`src/cswc_pkg.sv`:
```
// constants and types for the card status word coder
package cswc_pkg;

  // ==========================================================
  // status word bytes
  localparam logic [7:0] SW1_OK = 8'h90;
  localparam logic [7:0] SW1_OK_DATA = 8'h9F;
  localparam logic [7:0] SW1_MEM = 8'h92;
  localparam logic [7:0] SW1_REF = 8'h94;
  localparam logic [7:0] SW1_SEC = 8'h98;
  localparam logic [7:0] SW1_BAD_P3 = 8'h67;
  localparam logic [7:0] SW1_BAD_P1P2 = 8'h6B;
  localparam logic [7:0] SW1_BAD_INS = 8'h6D;
  localparam logic [7:0] SW1_BAD_CLA = 8'h6E;
  localparam logic [7:0] SW1_TECH = 8'h6F;
  localparam logic [7:0] SW2_NONE = 8'h00;
  localparam logic [7:0] SW2_MEM_FAULT = 8'h40;
  localparam logic [7:0] SW2_NO_EF = 8'h00;
  localparam logic [7:0] SW2_BAD_ADDR = 8'h02;
  localparam logic [7:0] SW2_NOT_FOUND = 8'h04;
  localparam logic [7:0] SW2_INCONSIST = 8'h08;
  localparam logic [7:0] SW2_NO_PIN = 8'h02;
  localparam logic [7:0] SW2_ACC_FAIL = 8'h04;
  localparam logic [7:0] SW2_PIN_STATE = 8'h08;
  localparam logic [7:0] SW2_INVAL_STATE = 8'h10;
  localparam logic [7:0] SW2_BLOCKED = 8'h40;
  localparam logic [7:0] SW2_MANIP = 8'h60;
  localparam logic [7:0] SW2_NET_AUTH = 8'h70;
  localparam logic [3:0] NIB_ZERO = 4'h0;

  // ==========================================================
  // instruction of the response-fetch command
  localparam logic [7:0] INS_FETCH = 8'hC0;

  // ==========================================================
  // file coding
  localparam logic [7:0] STRUCT_TRANSPARENT = 8'h00;
  localparam logic [7:0] STRUCT_LINEAR = 8'h01;
  localparam logic [7:0] STRUCT_CYCLIC = 8'h03;
  localparam logic [7:0] STRUCT_KEY = 8'h11;
  localparam logic [7:0] TYPE_RESERVED = 8'h00;
  localparam logic [7:0] TYPE_MASTER = 8'h01;
  localparam logic [7:0] TYPE_DEDICATED = 8'h02;
  localparam logic [7:0] TYPE_ELEMENTARY = 8'h04;
  localparam int STATUS_VALID_BIT = 0;
  localparam int STATUS_RW_INVAL_BIT = 2;

  // ==========================================================
  // pin code format and access condition nibble count
  localparam int PIN_BYTES = 8;
  localparam int PIN_MIN_DIGITS = 4;
  localparam logic [7:0] CHAR_ZERO = 8'h30;
  localparam logic [7:0] CHAR_NINE = 8'h39;
  localparam logic [7:0] PIN_PAD = 8'hFF;
  localparam int ACC_NIBBLES = 6;

  typedef enum logic [4:0] {
    OUT_OK, OUT_OK_DATA, OUT_RETRY_OK, OUT_MEM_FAULT,
    OUT_NO_EF, OUT_BAD_ADDR, OUT_NOT_FOUND, OUT_INCONSIST,
    OUT_NO_PIN, OUT_ACC_FAIL, OUT_PIN_STATE, OUT_INVAL_STATE,
    OUT_BLOCKED, OUT_MANIP, OUT_NET_AUTH, OUT_BAD_P3,
    OUT_BAD_P1P2, OUT_REC_RANGE, OUT_BAD_INS, OUT_BAD_CLA,
    OUT_TECH
  } cswc_outcome_t;

  typedef enum logic [1:0] {
    FS_TRANSPARENT, FS_LINEAR, FS_CYCLIC, FS_KEY
  } cswc_fstruct_t;

  typedef enum logic [1:0] {
    FT_RESERVED, FT_MASTER, FT_DEDICATED, FT_ELEMENTARY
  } cswc_ftype_t;

  typedef enum logic [1:0] {
    ST_IDLE, ST_SW1, ST_SW2
  } cswc_state_t;

endpackage

```
`src/cswc_status_coder.sv`:
```
// card status word coder with file, access and pin code coding
`timescale 1ns/1ps
module cswc_status_coder #(
  parameter int LEN_W = 8
) (
  // clock and reset
  input wire logic clk_i,
  input wire logic rst_i,
  // command completion from the interpreter
  input wire logic cmd_done_i,
  input wire logic [7:0] cmd_ins_i,
  input wire cswc_pkg::cswc_outcome_t outcome_i,
  input wire logic [7:0] detail_i,
  input wire logic [LEN_W-1:0] reset_resp_len_i,
  // status byte transmitter
  input wire logic tx_ready_i,
  output logic tx_valid_o,
  output logic [7:0] tx_byte_o,
  output logic busy_o,
  output logic fetch_ok_o,
  output logic [LEN_W-1:0] fetch_len_o,
  // file description
  input wire cswc_pkg::cswc_fstruct_t fstruct_i,
  input wire cswc_pkg::cswc_ftype_t ftype_i,
  input wire logic file_valid_i,
  input wire logic rw_when_inval_i,
  input wire logic [4*cswc_pkg::ACC_NIBBLES-1:0] acc_nib_i,
  output logic [7:0] fstruct_byte_o,
  output logic [7:0] ftype_byte_o,
  output logic [7:0] fstatus_byte_o,
  output logic [7:0] acc_byte9_o,
  output logic [7:0] acc_byte10_o,
  output logic [7:0] acc_byte11_o,
  // pin code format check
  input wire logic pin_check_i,
  input wire logic pin_unblock_i,
  input wire logic [8*cswc_pkg::PIN_BYTES-1:0] pin_code_i,
  output logic pin_fmt_ok_o,
  output logic pin_fmt_done_o
);

  // ==========================================================
  // state
  typedef struct packed {
    cswc_pkg::cswc_state_t st;
    logic [7:0] sw1;
    logic [7:0] sw2;
    logic tx_valid;
    logic [7:0] tx_byte;
    logic pend;
    logic [LEN_W-1:0] pend_len;
    logic [7:0] fstruct;
    logic [7:0] ftype;
    logic [7:0] fstatus;
    logic [7:0] acc9;
    logic [7:0] acc10;
    logic [7:0] acc11;
    logic pin_ok;
    logic pin_done;
  } cswc_regs_t;

  cswc_regs_t r_q;
  cswc_regs_t r_d;

  // ==========================================================
  // decoding helpers
  function automatic logic [15:0] cswc_code(
    input cswc_pkg::cswc_outcome_t oc,
    input logic [7:0] det
  );
    logic [15:0] w;
    w = {cswc_pkg::SW1_TECH, cswc_pkg::SW2_NONE};
    case (oc)
      cswc_pkg::OUT_OK:
        w = {cswc_pkg::SW1_OK, cswc_pkg::SW2_NONE};
      cswc_pkg::OUT_OK_DATA:
        w = {cswc_pkg::SW1_OK_DATA, det};
      cswc_pkg::OUT_RETRY_OK:
        w = {cswc_pkg::SW1_MEM, cswc_pkg::NIB_ZERO, det[3:0]};
      cswc_pkg::OUT_MEM_FAULT:
        w = {cswc_pkg::SW1_MEM, cswc_pkg::SW2_MEM_FAULT};
      cswc_pkg::OUT_NO_EF:
        w = {cswc_pkg::SW1_REF, cswc_pkg::SW2_NO_EF};
      cswc_pkg::OUT_BAD_ADDR:
        w = {cswc_pkg::SW1_REF, cswc_pkg::SW2_BAD_ADDR};
      cswc_pkg::OUT_NOT_FOUND:
        w = {cswc_pkg::SW1_REF, cswc_pkg::SW2_NOT_FOUND};
      cswc_pkg::OUT_INCONSIST:
        w = {cswc_pkg::SW1_REF, cswc_pkg::SW2_INCONSIST};
      cswc_pkg::OUT_NO_PIN:
        w = {cswc_pkg::SW1_SEC, cswc_pkg::SW2_NO_PIN};
      cswc_pkg::OUT_ACC_FAIL:
        w = {cswc_pkg::SW1_SEC, cswc_pkg::SW2_ACC_FAIL};
      cswc_pkg::OUT_PIN_STATE:
        w = {cswc_pkg::SW1_SEC, cswc_pkg::SW2_PIN_STATE};
      cswc_pkg::OUT_INVAL_STATE:
        w = {cswc_pkg::SW1_SEC, cswc_pkg::SW2_INVAL_STATE};
      cswc_pkg::OUT_BLOCKED:
        w = {cswc_pkg::SW1_SEC, cswc_pkg::SW2_BLOCKED};
      cswc_pkg::OUT_MANIP:
        w = {cswc_pkg::SW1_SEC, cswc_pkg::SW2_MANIP};
      cswc_pkg::OUT_NET_AUTH:
        w = {cswc_pkg::SW1_SEC, cswc_pkg::SW2_NET_AUTH};
      cswc_pkg::OUT_BAD_P3:
        w = {cswc_pkg::SW1_BAD_P3, det};
      cswc_pkg::OUT_BAD_P1P2:
        w = {cswc_pkg::SW1_BAD_P1P2, cswc_pkg::SW2_NONE};
      cswc_pkg::OUT_REC_RANGE:
        w = {cswc_pkg::SW1_REF, cswc_pkg::SW2_BAD_ADDR};
      cswc_pkg::OUT_BAD_INS:
        w = {cswc_pkg::SW1_BAD_INS, cswc_pkg::SW2_NONE};
      cswc_pkg::OUT_BAD_CLA:
        w = {cswc_pkg::SW1_BAD_CLA, cswc_pkg::SW2_NONE};
      // unknown outcomes fall back to the undiagnosed fault
      default:
        w = {cswc_pkg::SW1_TECH, cswc_pkg::SW2_NONE};
    endcase
    return w;
  endfunction

  function automatic logic is_digit(input logic [7:0] c);
    // top bit must be clear, only 0..9 pass
    return (c >= cswc_pkg::CHAR_ZERO) && (c <= cswc_pkg::CHAR_NINE);
  endfunction

  // ==========================================================
  // per-byte pin code classification
  logic [cswc_pkg::PIN_BYTES-1:0] dig_v;
  logic [cswc_pkg::PIN_BYTES-1:0] pad_v;
  logic [cswc_pkg::PIN_BYTES:0] dig_pref;
  logic [cswc_pkg::PIN_BYTES:0] pad_suf;

  assign dig_pref[0] = 1'b1;
  assign pad_suf[cswc_pkg::PIN_BYTES] = 1'b1;

  // byte 1 of the code is the top byte of the vector
  genvar gi;
  generate
    for (gi = 0; gi < cswc_pkg::PIN_BYTES; gi++) begin : g_pin
      localparam int HI = 8 * (cswc_pkg::PIN_BYTES - gi) - 1;
      assign dig_v[gi] = is_digit(pin_code_i[HI -: 8]);
      assign pad_v[gi] = pin_code_i[HI -: 8] == cswc_pkg::PIN_PAD;
      assign dig_pref[gi+1] = dig_pref[gi] & dig_v[gi];
      // padding is judged from the tail, so a digit after FF fails
      assign pad_suf[gi] = pad_suf[gi+1] & pad_v[gi];
    end
  endgenerate

  // digits then padding only, with the split at or after the minimum
  logic pin_shape_ok;
  always_comb begin
    pin_shape_ok = 1'b0;
    for (int k = cswc_pkg::PIN_MIN_DIGITS; k <= cswc_pkg::PIN_BYTES;
         k++) begin
      if (dig_pref[k] && pad_suf[k]) begin
        pin_shape_ok = 1'b1;
      end
    end
  end

  // ==========================================================
  // byte handshake on the status lane
  logic sw_taken;
  // a byte leaves only when offered and taken in the same cycle
  assign sw_taken = r_q.tx_valid && tx_ready_i;

  // ==========================================================
  // next state
  always_comb begin
    logic [15:0] code;
    logic is_fetch;
    r_d = r_q;
    code = cswc_code(outcome_i, detail_i);
    is_fetch = cmd_ins_i == cswc_pkg::INS_FETCH;

    // a fetch that does not directly follow its command is refused
    if (is_fetch && !r_q.pend) begin
      code = {cswc_pkg::SW1_TECH, cswc_pkg::SW2_NONE};
    end

    case (r_q.st)
      cswc_pkg::ST_IDLE: begin
        // a completion while busy is dropped; the interpreter waits
        if (cmd_done_i) begin
          // sw2 is parked so the lane changes only on acceptance
          r_d.sw1 = code[15:8];
          r_d.sw2 = code[7:0];
          r_d.tx_byte = code[15:8];
          r_d.tx_valid = 1'b1;
          r_d.st = cswc_pkg::ST_SW1;
          // any command ends the fetch window; 9F opens a new one
          r_d.pend = code[15:8] == cswc_pkg::SW1_OK_DATA;
          r_d.pend_len = LEN_W'(code[7:0]);
        end
      end
      cswc_pkg::ST_SW1: begin
        if (sw_taken) begin
          r_d.tx_byte = r_q.sw2;
          r_d.st = cswc_pkg::ST_SW2;
        end
      end
      cswc_pkg::ST_SW2: begin
        if (sw_taken) begin
          // back to zero so an idle lane never shows a stale status
          r_d.tx_valid = 1'b0;
          r_d.tx_byte = cswc_pkg::SW2_NONE;
          r_d.st = cswc_pkg::ST_IDLE;
        end
      end
      default: begin
        // unreachable; parks the lane idle
        r_d.st = cswc_pkg::ST_IDLE;
        r_d.tx_valid = 1'b0;
      end
    endcase

    // file structure byte
    case (fstruct_i)
      cswc_pkg::FS_LINEAR: begin
        r_d.fstruct = cswc_pkg::STRUCT_LINEAR;
      end
      cswc_pkg::FS_CYCLIC: begin
        r_d.fstruct = cswc_pkg::STRUCT_CYCLIC;
      end
      cswc_pkg::FS_KEY: begin
        r_d.fstruct = cswc_pkg::STRUCT_KEY;
      end
      default: begin
        r_d.fstruct = cswc_pkg::STRUCT_TRANSPARENT;
      end
    endcase

    // file type byte
    case (ftype_i)
      cswc_pkg::FT_MASTER: begin
        r_d.ftype = cswc_pkg::TYPE_MASTER;
      end
      cswc_pkg::FT_DEDICATED: begin
        r_d.ftype = cswc_pkg::TYPE_DEDICATED;
      end
      cswc_pkg::FT_ELEMENTARY: begin
        r_d.ftype = cswc_pkg::TYPE_ELEMENTARY;
      end
      // the reserved code only ever leaves as zero
      default: begin
        r_d.ftype = cswc_pkg::TYPE_RESERVED;
      end
    endcase

    // file status: unused bits stay zero
    r_d.fstatus = '0;
    r_d.fstatus[cswc_pkg::STATUS_VALID_BIT] = file_valid_i;
    r_d.fstatus[cswc_pkg::STATUS_RW_INVAL_BIT] = rw_when_inval_i;

    // nibble 0 lands in the high half of byte 9, msb first
    r_d.acc9 = acc_nib_i[23:16];
    r_d.acc10 = acc_nib_i[15:8];
    r_d.acc11 = acc_nib_i[7:0];

    // pin code format, one-cycle result
    r_d.pin_done = pin_check_i;
    if (pin_check_i) begin
      r_d.pin_ok = pin_unblock_i ? dig_pref[cswc_pkg::PIN_BYTES]
                                 : pin_shape_ok;
    end

    // ==========================================================
    // length of the implicit select answer, loaded while nothing ran
    if (r_q.st == cswc_pkg::ST_IDLE && r_q.pend && !cmd_done_i
        && r_q.pend_len == '0 && r_q.sw1 == '0) begin
      r_d.pend_len = reset_resp_len_i;
    end
  end

  // ==========================================================
  // registers
  always_ff @(posedge clk_i) begin
    if (rst_i) begin
      r_q <= '0;
      r_q.st <= cswc_pkg::ST_IDLE;
      // master file is selected at activation, so a fetch may come first
      r_q.pend <= 1'b1;
    end else begin
      r_q <= r_d;
    end
  end

  // ==========================================================
  // outputs, bytes msb first on the wire
  assign tx_valid_o = r_q.tx_valid;
  assign tx_byte_o = r_q.tx_byte;
  // one command in flight: a completion while busy is dropped
  assign busy_o = r_q.tx_valid;
  assign fetch_ok_o = r_q.pend;
  assign fetch_len_o = r_q.pend_len;
  assign fstruct_byte_o = r_q.fstruct;
  assign ftype_byte_o = r_q.ftype;
  assign fstatus_byte_o = r_q.fstatus;
  assign acc_byte9_o = r_q.acc9;
  assign acc_byte10_o = r_q.acc10;
  assign acc_byte11_o = r_q.acc11;
  assign pin_fmt_ok_o = r_q.pin_ok;
  assign pin_fmt_done_o = r_q.pin_done;

endmodule

```
`config.mk`:
```
export PLATFORM = sky130hd
export DESIGN_NAME = cswc_status_coder
export DESIGN_NICKNAME = d
export VERILOG_FILES = /design/src/cswc_pkg.sv /design/src/cswc_status_coder.sv
export SDC_FILE = /design/constraint.sdc
export NUM_CORES = 1
export LEC_CHECK = 0
export ABC_AREA = 1
export CORE_ASPECT_RATIO = 1.4
export CORE_MARGIN = 2
export CORE_UTILIZATION = 55
export CTS_CLUSTER_DIAMETER = 100
export DETAILED_ROUTE_END_ITERATION = 12
export DONT_BUFFER_PORTS = 1
export HOLD_SLACK_MARGIN = 0.06
export PLACE_DENSITY = 0.8
export SLEW_MARGIN = 10
export SYNTH_ARGS = -nofsm -noshare
export SYNTH_HDL_FRONTEND = slang
export SYNTH_SLANG_ARGS = --single-unit
```
`constraint.sdc`:
```
create_clock -name clk_i -period 3.1 [get_ports clk_i]
set_input_delay 0.62 -clock clk_i [delete_from_list [all_inputs] [get_ports clk_i]]
set_output_delay 0.62 -clock clk_i [all_outputs]
set_load 0.1 [all_outputs]
```
==> results.json, run 1 <==
{
  "hp-class": "in -> reg",
  "synth-async-reset-ratio_pct": 0,
  "wirelength_mm": 8.19,
  "hold_path.startpoint": "rst_i",
  "ctsResizeCount": 0,
  "gp_congestion": 0.926,
  "root_buffer": "clkbuf_8",
  "synth_area_mm2": 0.00373,
  "maxCapViolCount": 0,
  "synth_area_leader_cell": "dfxtp_1",
  "cts_setup_buffers": 0,
  "total_power_mw": 3.23,
  "synth_seq_cells": 68,
  "grt_pass1_vias": 2938,
  "worst_pin_slew_ns": 0.991,
  "grt_start_max_net_pins": 57,
  "hold_viol": 0,
  "timing.final.crit_share_pct": 62.6,
  "clock-sinks": 68,
  "rsz0062_at_grt": "no",
  "rrSetupSlack_ns": 1.18,
  "vias": 3087,
  "syn_avg_cell_area_um2": 6.68,
  "clk_latency_ns": 0.34,
  "initial_core_util_pct": 56.8,
  "nets": 652,
  "skew_ns": 0.00987,
  "ys_seq_area_share_pct": 36.5,
  "antenna_found_initial": 0,
  "holdBufCountCts": 0,
  "synth_edf_count": 0,
  "path_class": "reg -> out",
  "crit_required_ns": 2.48,
  "dr.pass1.iters": 4,
  "synth.distinct_cells": 34,
  "fmax_ghz": 0.515,
  "place_area_mm2": 0.00342,
  "tns_ns": 0,
  "synth_warnings": 0,
  "clk_pin_slew_ns": 0.08,
  "drive_gt1_share_pct": 8.40,
  "synth.area.top_cells": "dfxtp_1, buf_4, nand2_1",
  "max_slew_margin_pct": 33.8,
  "startpoint": "tx_byte_o[0]$_SDFFE_PP0P_",
  "netlist_instances": 558,
  "grtUsageTotal_pct": 22.1,
  "drtAntennaViolNets": 0,
  "io_buffers": 0,
  "drc": 0,
  "fin_area_mm2": 0.00360,
  "clockBufferDepth": 2,
  "die_y_um": 101,
  "viasPerCell": 5.16,
  "powerDensity_mw_per_mm2": 896,
  "finalSetupViolCount": 0,
  "area_growth_pct": -3.46,
  "core_mm2": 0.00657,
  "cts_tree": "built",
  "regToRegStartpoint": "r_q[85]$_SDFFE_PP0P_",
  "fp-row-count": 35,
  "power_leakage_nw": 1.81,
  "synth_ff_type": "dfxtp_1",
  "die_w_um": 73.6,
  "crit_path_max_fanout": 2,
  "num_antenna_cells": 0,
  "drt_iter0_drc": 121,
  "period_minus_slack_ns": 1.94,
  "routedWlPerCell_um": 13.7,
  "status": "completed",
  "start_kind": "flop",
  "dieArea_mm2": 0.00747,
  "grt_pass1_wl_mm": 12.8,
  "vdd_drop_max_mv": 0.416,
  "num_io_pins": 198,
  "htree_levels": 3,
  "synth_top_area_share_pct": 36.5,
  "drv_slew": 0,
  "worstPathArrival_ns": 1.32,
  "numCtsBuffers": 9,
  "grt_overflow": 0,
  "dp_hpwl_mm": 6.57,
  "end_kind": "output pin"
}
==> cells in the mapped netlist (4+ instances only) <==
cell type    n
buf_4       65
nand2_1    106
dfxtp_1     68
clkbuf_1     7
nor3_1      11
ha_1         4
inv_1       73
a21oi_1     40
o21ai_0     22
nor2_1      93
nand4_1      9
nor2_2       4
nand3_1     26
==> kinds of logic after synthesis <==
group | synth area share [%]
AND/OR/NAND/NOR | 30.1
buffers and inverters | 22.3
AO/OA/AOI/OAI | 9.66
flip-flops | 36.5
adder cells (fa/ha/maj) | 1.34
other | 0.101
==> area by class of cell <==
| type | instances | area (um^2) |
|---|---|---|
| clock buffer | 11 | 141 |
| clock inverter | 5 | 36.3 |
| fill | 644 | 2970 |
| inverter | 78 | 294 |
| multi-input combinational | 351 | 1590 |
| sequential | 68 | 1360 |
| tap | 74 | 92.6 |
| timing repair buffer | 11 | 82.6 |
==> routing by layer <==
metal / vias up / global-route usage (%) / routed length, um
met5: - / 0 / 0
met2: 157 / 40.7 / 4250
met3: 26 / 5.17 / 663
met4: 0 / 10.6 / 246
met1: 1336 / 22.9 / 3030
li1: 1568 / - / -
==> worst reg2reg max path, stage by stage, from the launching register on <==
cell and delay (ns):
dfxtp_1 0.39, inv_1 0.10, ha_1 0.23, or2_1 0.24
nand2_1 0.09, nand2_1 0.14, nor2_4 0.20, inv_1 0.16
a21oi_1 0.17, a21oi_1 0.09
==> stage by stage <==
stage	setup WS, ns	util, %	cells	hold WS [ns]
floorplan	1.09	-	573	0.446
global placement	1.35	52.1	582	0.448
detailed placement	1.26	52.1	582	0.454
CTS	1.15	54.8	598	0.331
global route	1.01	54.8	598	0.323
finish	1.16	54.8	598	0.348
==> cells in the final DEF, fill, tap and decap left out, types with 3 or more instances in the layout <==
master / netlist / final
inv_2: 3 / 3
nor2_2: 4 / 4
o21ai_0: 22 / 22
conb_1: 1 / 16
nor2_1: 93 / 93
clkinv_2: 1 / 3
ha_1: 4 / 4
inv_1: 73 / 73
nand4_1: 9 / 9
nand2_1: 106 / 106
dfxtp_1: 68 / 67
nand3_1: 26 / 26
a21oi_1: 40 / 40
clkbuf_8: 0 / 10
buf_4: 65 / 11
nor3_1: 11 / 11
==> registers in the layout, indices dropped and copies added (netlist names) <==
name / cells
r_q: 16
pin_fmt_done_o: 1
tx_byte_o: 8
acc_byte10_o: 8
fstruct_byte_o: 3
ftype_byte_o: 3
pin_fmt_ok_o: 1
fetch_len_o: 8
acc_byte11_o: 8
acc_byte9_o: 8
fstatus_byte_o: 2
busy_o: 1
fetch_ok_o: 1
==> power breakdown <==
part	internal [mW]	total, mW	switching [mW]
Sequential	1.02	1.66	0.640
Combinational	0.230	0.933	0.703
Clock	0.315	0.637	0.322
Total	1.56	3.23	1.67
==> worst paths after layout <==
check	cells after the start	to
setup reg to reg	9	tx_byte_o[0]$_SDFFE_PP0P_
hold reg to reg	2	r_q[80]$_SDFFE_PP0P_
hold / removal	1	r_q[84]$_SDFFE_PP0P_
setup / recovery	0	tx_byte_o[0]
Power figures use the tool's default switching activity.
==> run 2, diff against run 1 <==
clock period = 1.8 ns   (was 3.1 ns; I/O delays follow)
==> run 2 against run 1 <==
Effect of this change:
- sequential power grew 13%
- via count is 6.0% higher
- die area did not move
- clock skew is 0.0016 ns higher
==> results.json, run 2 (same netlist as run 1, synthesis figures left out) <==
{
  "drive_gt1_share_pct": 16.4,
  "grt-busiest-layer": "met2",
  "met3_usage_pct": 5.67,
  "core_mm2": 0.00657,
  "vias": 3272,
  "drv_slew": 0,
  "dieArea_mm2": 0.00747,
  "dp_hpwl_mm": 6.76,
  "max_slew_margin_pct": 63.0,
  "clock-sinks": 68,
  "worst_pin_slew_ns": 0.555,
  "clk_pin_slew_ns": 0.08,
  "grt_start_max_net_pins": 54,
  "clockBufferDepth": 2,
  "drtAntennaViolNets": 0,
  "drt_iter0_drc": 193,
  "fmax_ghz": 0.595,
  "numCtsBuffers": 9,
  "initial_core_util_pct": 56.8,
  "num_io_pins": 198,
  "worstPathArrival_ns": 1.92,
  "regMostFlops": "r_q",
  "grtUsageMet1_pct": 25.2,
  "cts_setup_buffers": 0,
  "fp-row-count": 35,
  "drc": 0,
  "end_kind": "flop",
  "worst_slack_ns": 0.119,
  "crit_path_max_fanout": 8,
  "largest_register_ffs": 16,
  "htree_levels": 3,
  "gp_congestion": 0.972,
  "period_minus_slack_ns": 1.68,
  "power_leakage_nw": 2.05,
  "cts_tree": "built",
  "start_kind": "flop",
  "nets": 697,
  "grt_overflow": 0,
  "dp_cells": 626,
  "grt_pass1_wl_mm": 13.5,
  "root_buffer": "clkbuf_8",
  "reg2reg_depth": 9,
  "powerDensity_mw_per_mm2": 1520,
  "crit_required_ns": 2.04,
  "tns_ns": 0,
  "maxCapViolCount": 0,
  "die_y_um": 101,
  "final_cell_mix": "nand2_1, nor2_1, inv_1, dfxtp_1, buf_4",
  "min_path_cells": 1,
  "area_growth_pct": 7.08,
  "status": "completed",
  "finalSetupViolCount": 0,
  "dr.pass1.iters": 5,
  "clk_latency_ns": 0.34,
  "timing.final.crit_share_pct": 93.4,
  "die_w_um": 73.6,
  "antenna_found_initial": 0,
  "grtUsageTotal_pct": 23.3,
  "skew_ns": 0.0115,
  "grt_pass1_vias": 3137,
  "hold_viol": 0,
  "final_common_cell": "nand2_1",
  "vdd_drop_max_mv": 0.864,
  "num_antenna_cells": 0,
  "routedWlPerCell_um": 13.3,
  "wirelength_mm": 8.57,
  "io_buffers": 0,
  "total_power_mw": 6.07,
  "viasPerCell": 5.10,
  "hp-class": "in -> reg",
  "fin_util_pct": 60.8,
  "path_class": "reg -> reg",
  "fin_cells": 642,
  "groute.layer.met2.usage_pct": 41.8,
  "dp_slack_ns": 0.0702
}
## run 2: cell type report
| type | count | area (um^2) |
|---|---|---|
| well taps | 74 | 92.6 |
| fillers | 604 | 2570 |
| inverters | 78 | 298 |
| multi-input cells | 351 | 1600 |
| flip-flops and latches | 68 | 1370 |
| repair buffers | 56 | 423 |
| clock inverters | 6 | 90.1 |
| clock buffers | 9 | 124 |
## run 2: power by group
part | total, mW | internal (mW) | leakage, nW | switching [mW]
Sequential | 1.87 | 1.76 | 0.562 | 0.114
Combinational | 2.85 | 0.601 | 1.38 | 2.25
Clock | 1.35 | 0.774 | 0.105 | 0.573
## run 2: path summary, 6_finish.rpt
check	start	endpoint	slack, ns
min reg2reg	r_q[80]$_SDFFE_PP0P_	r_q[80]$_SDFFE_PP0P_	0.46
min	ftype_i[1]	ftype_byte_o[0]$_SDFF_PP0_	0.09
max reg2reg	r_q[85]$_SDFFE_PP0P_	tx_byte_o[4]$_SDFFE_PP0P_	0.12
max	r_q[85]$_SDFFE_PP0P_	tx_byte_o[4]$_SDFFE_PP0P_	0.12
## run 2: metal layers
metal  vias to the layer above  share of wire [%]
li1                       1658                  -
met1                      1416                 37
met2                       178                 52
met3                        20                9.2
met4                         0                2.1
met5                         -                  0
## run 2: worst max-delay path, stage by stage (launching register included)
cell and delay, ns:
dfxtp_2 0.35, inv_1 0.07, ha_1 0.22, or2_1 0.24
nand2_1 0.10, nand2_2 0.11, nor2_4 0.10, inv_1 0.12
a21oi_1 0.17, a21oi_1 0.08
## run 2: timing repair
| item | 4_1_cts | 5_1_grt |
|---|---|---|
| resized for setup | 0 | 5 |
| hold buffers | 1 | 0 |
| endpoints found under the hold margin | 4 | 0 |
| endpoints found under the setup margin | 0 | 15 |
## run 2: through the flow
step | area, um^2 | hold WS (ns)
finish | 3990 | 0.0862
global route | 3990 | 0.0705
CTS | 3980 | 0.0631
detailed placement | 3750 | 0.431
global placement | 3750 | 0.432
floorplan | 3790 | 0.438
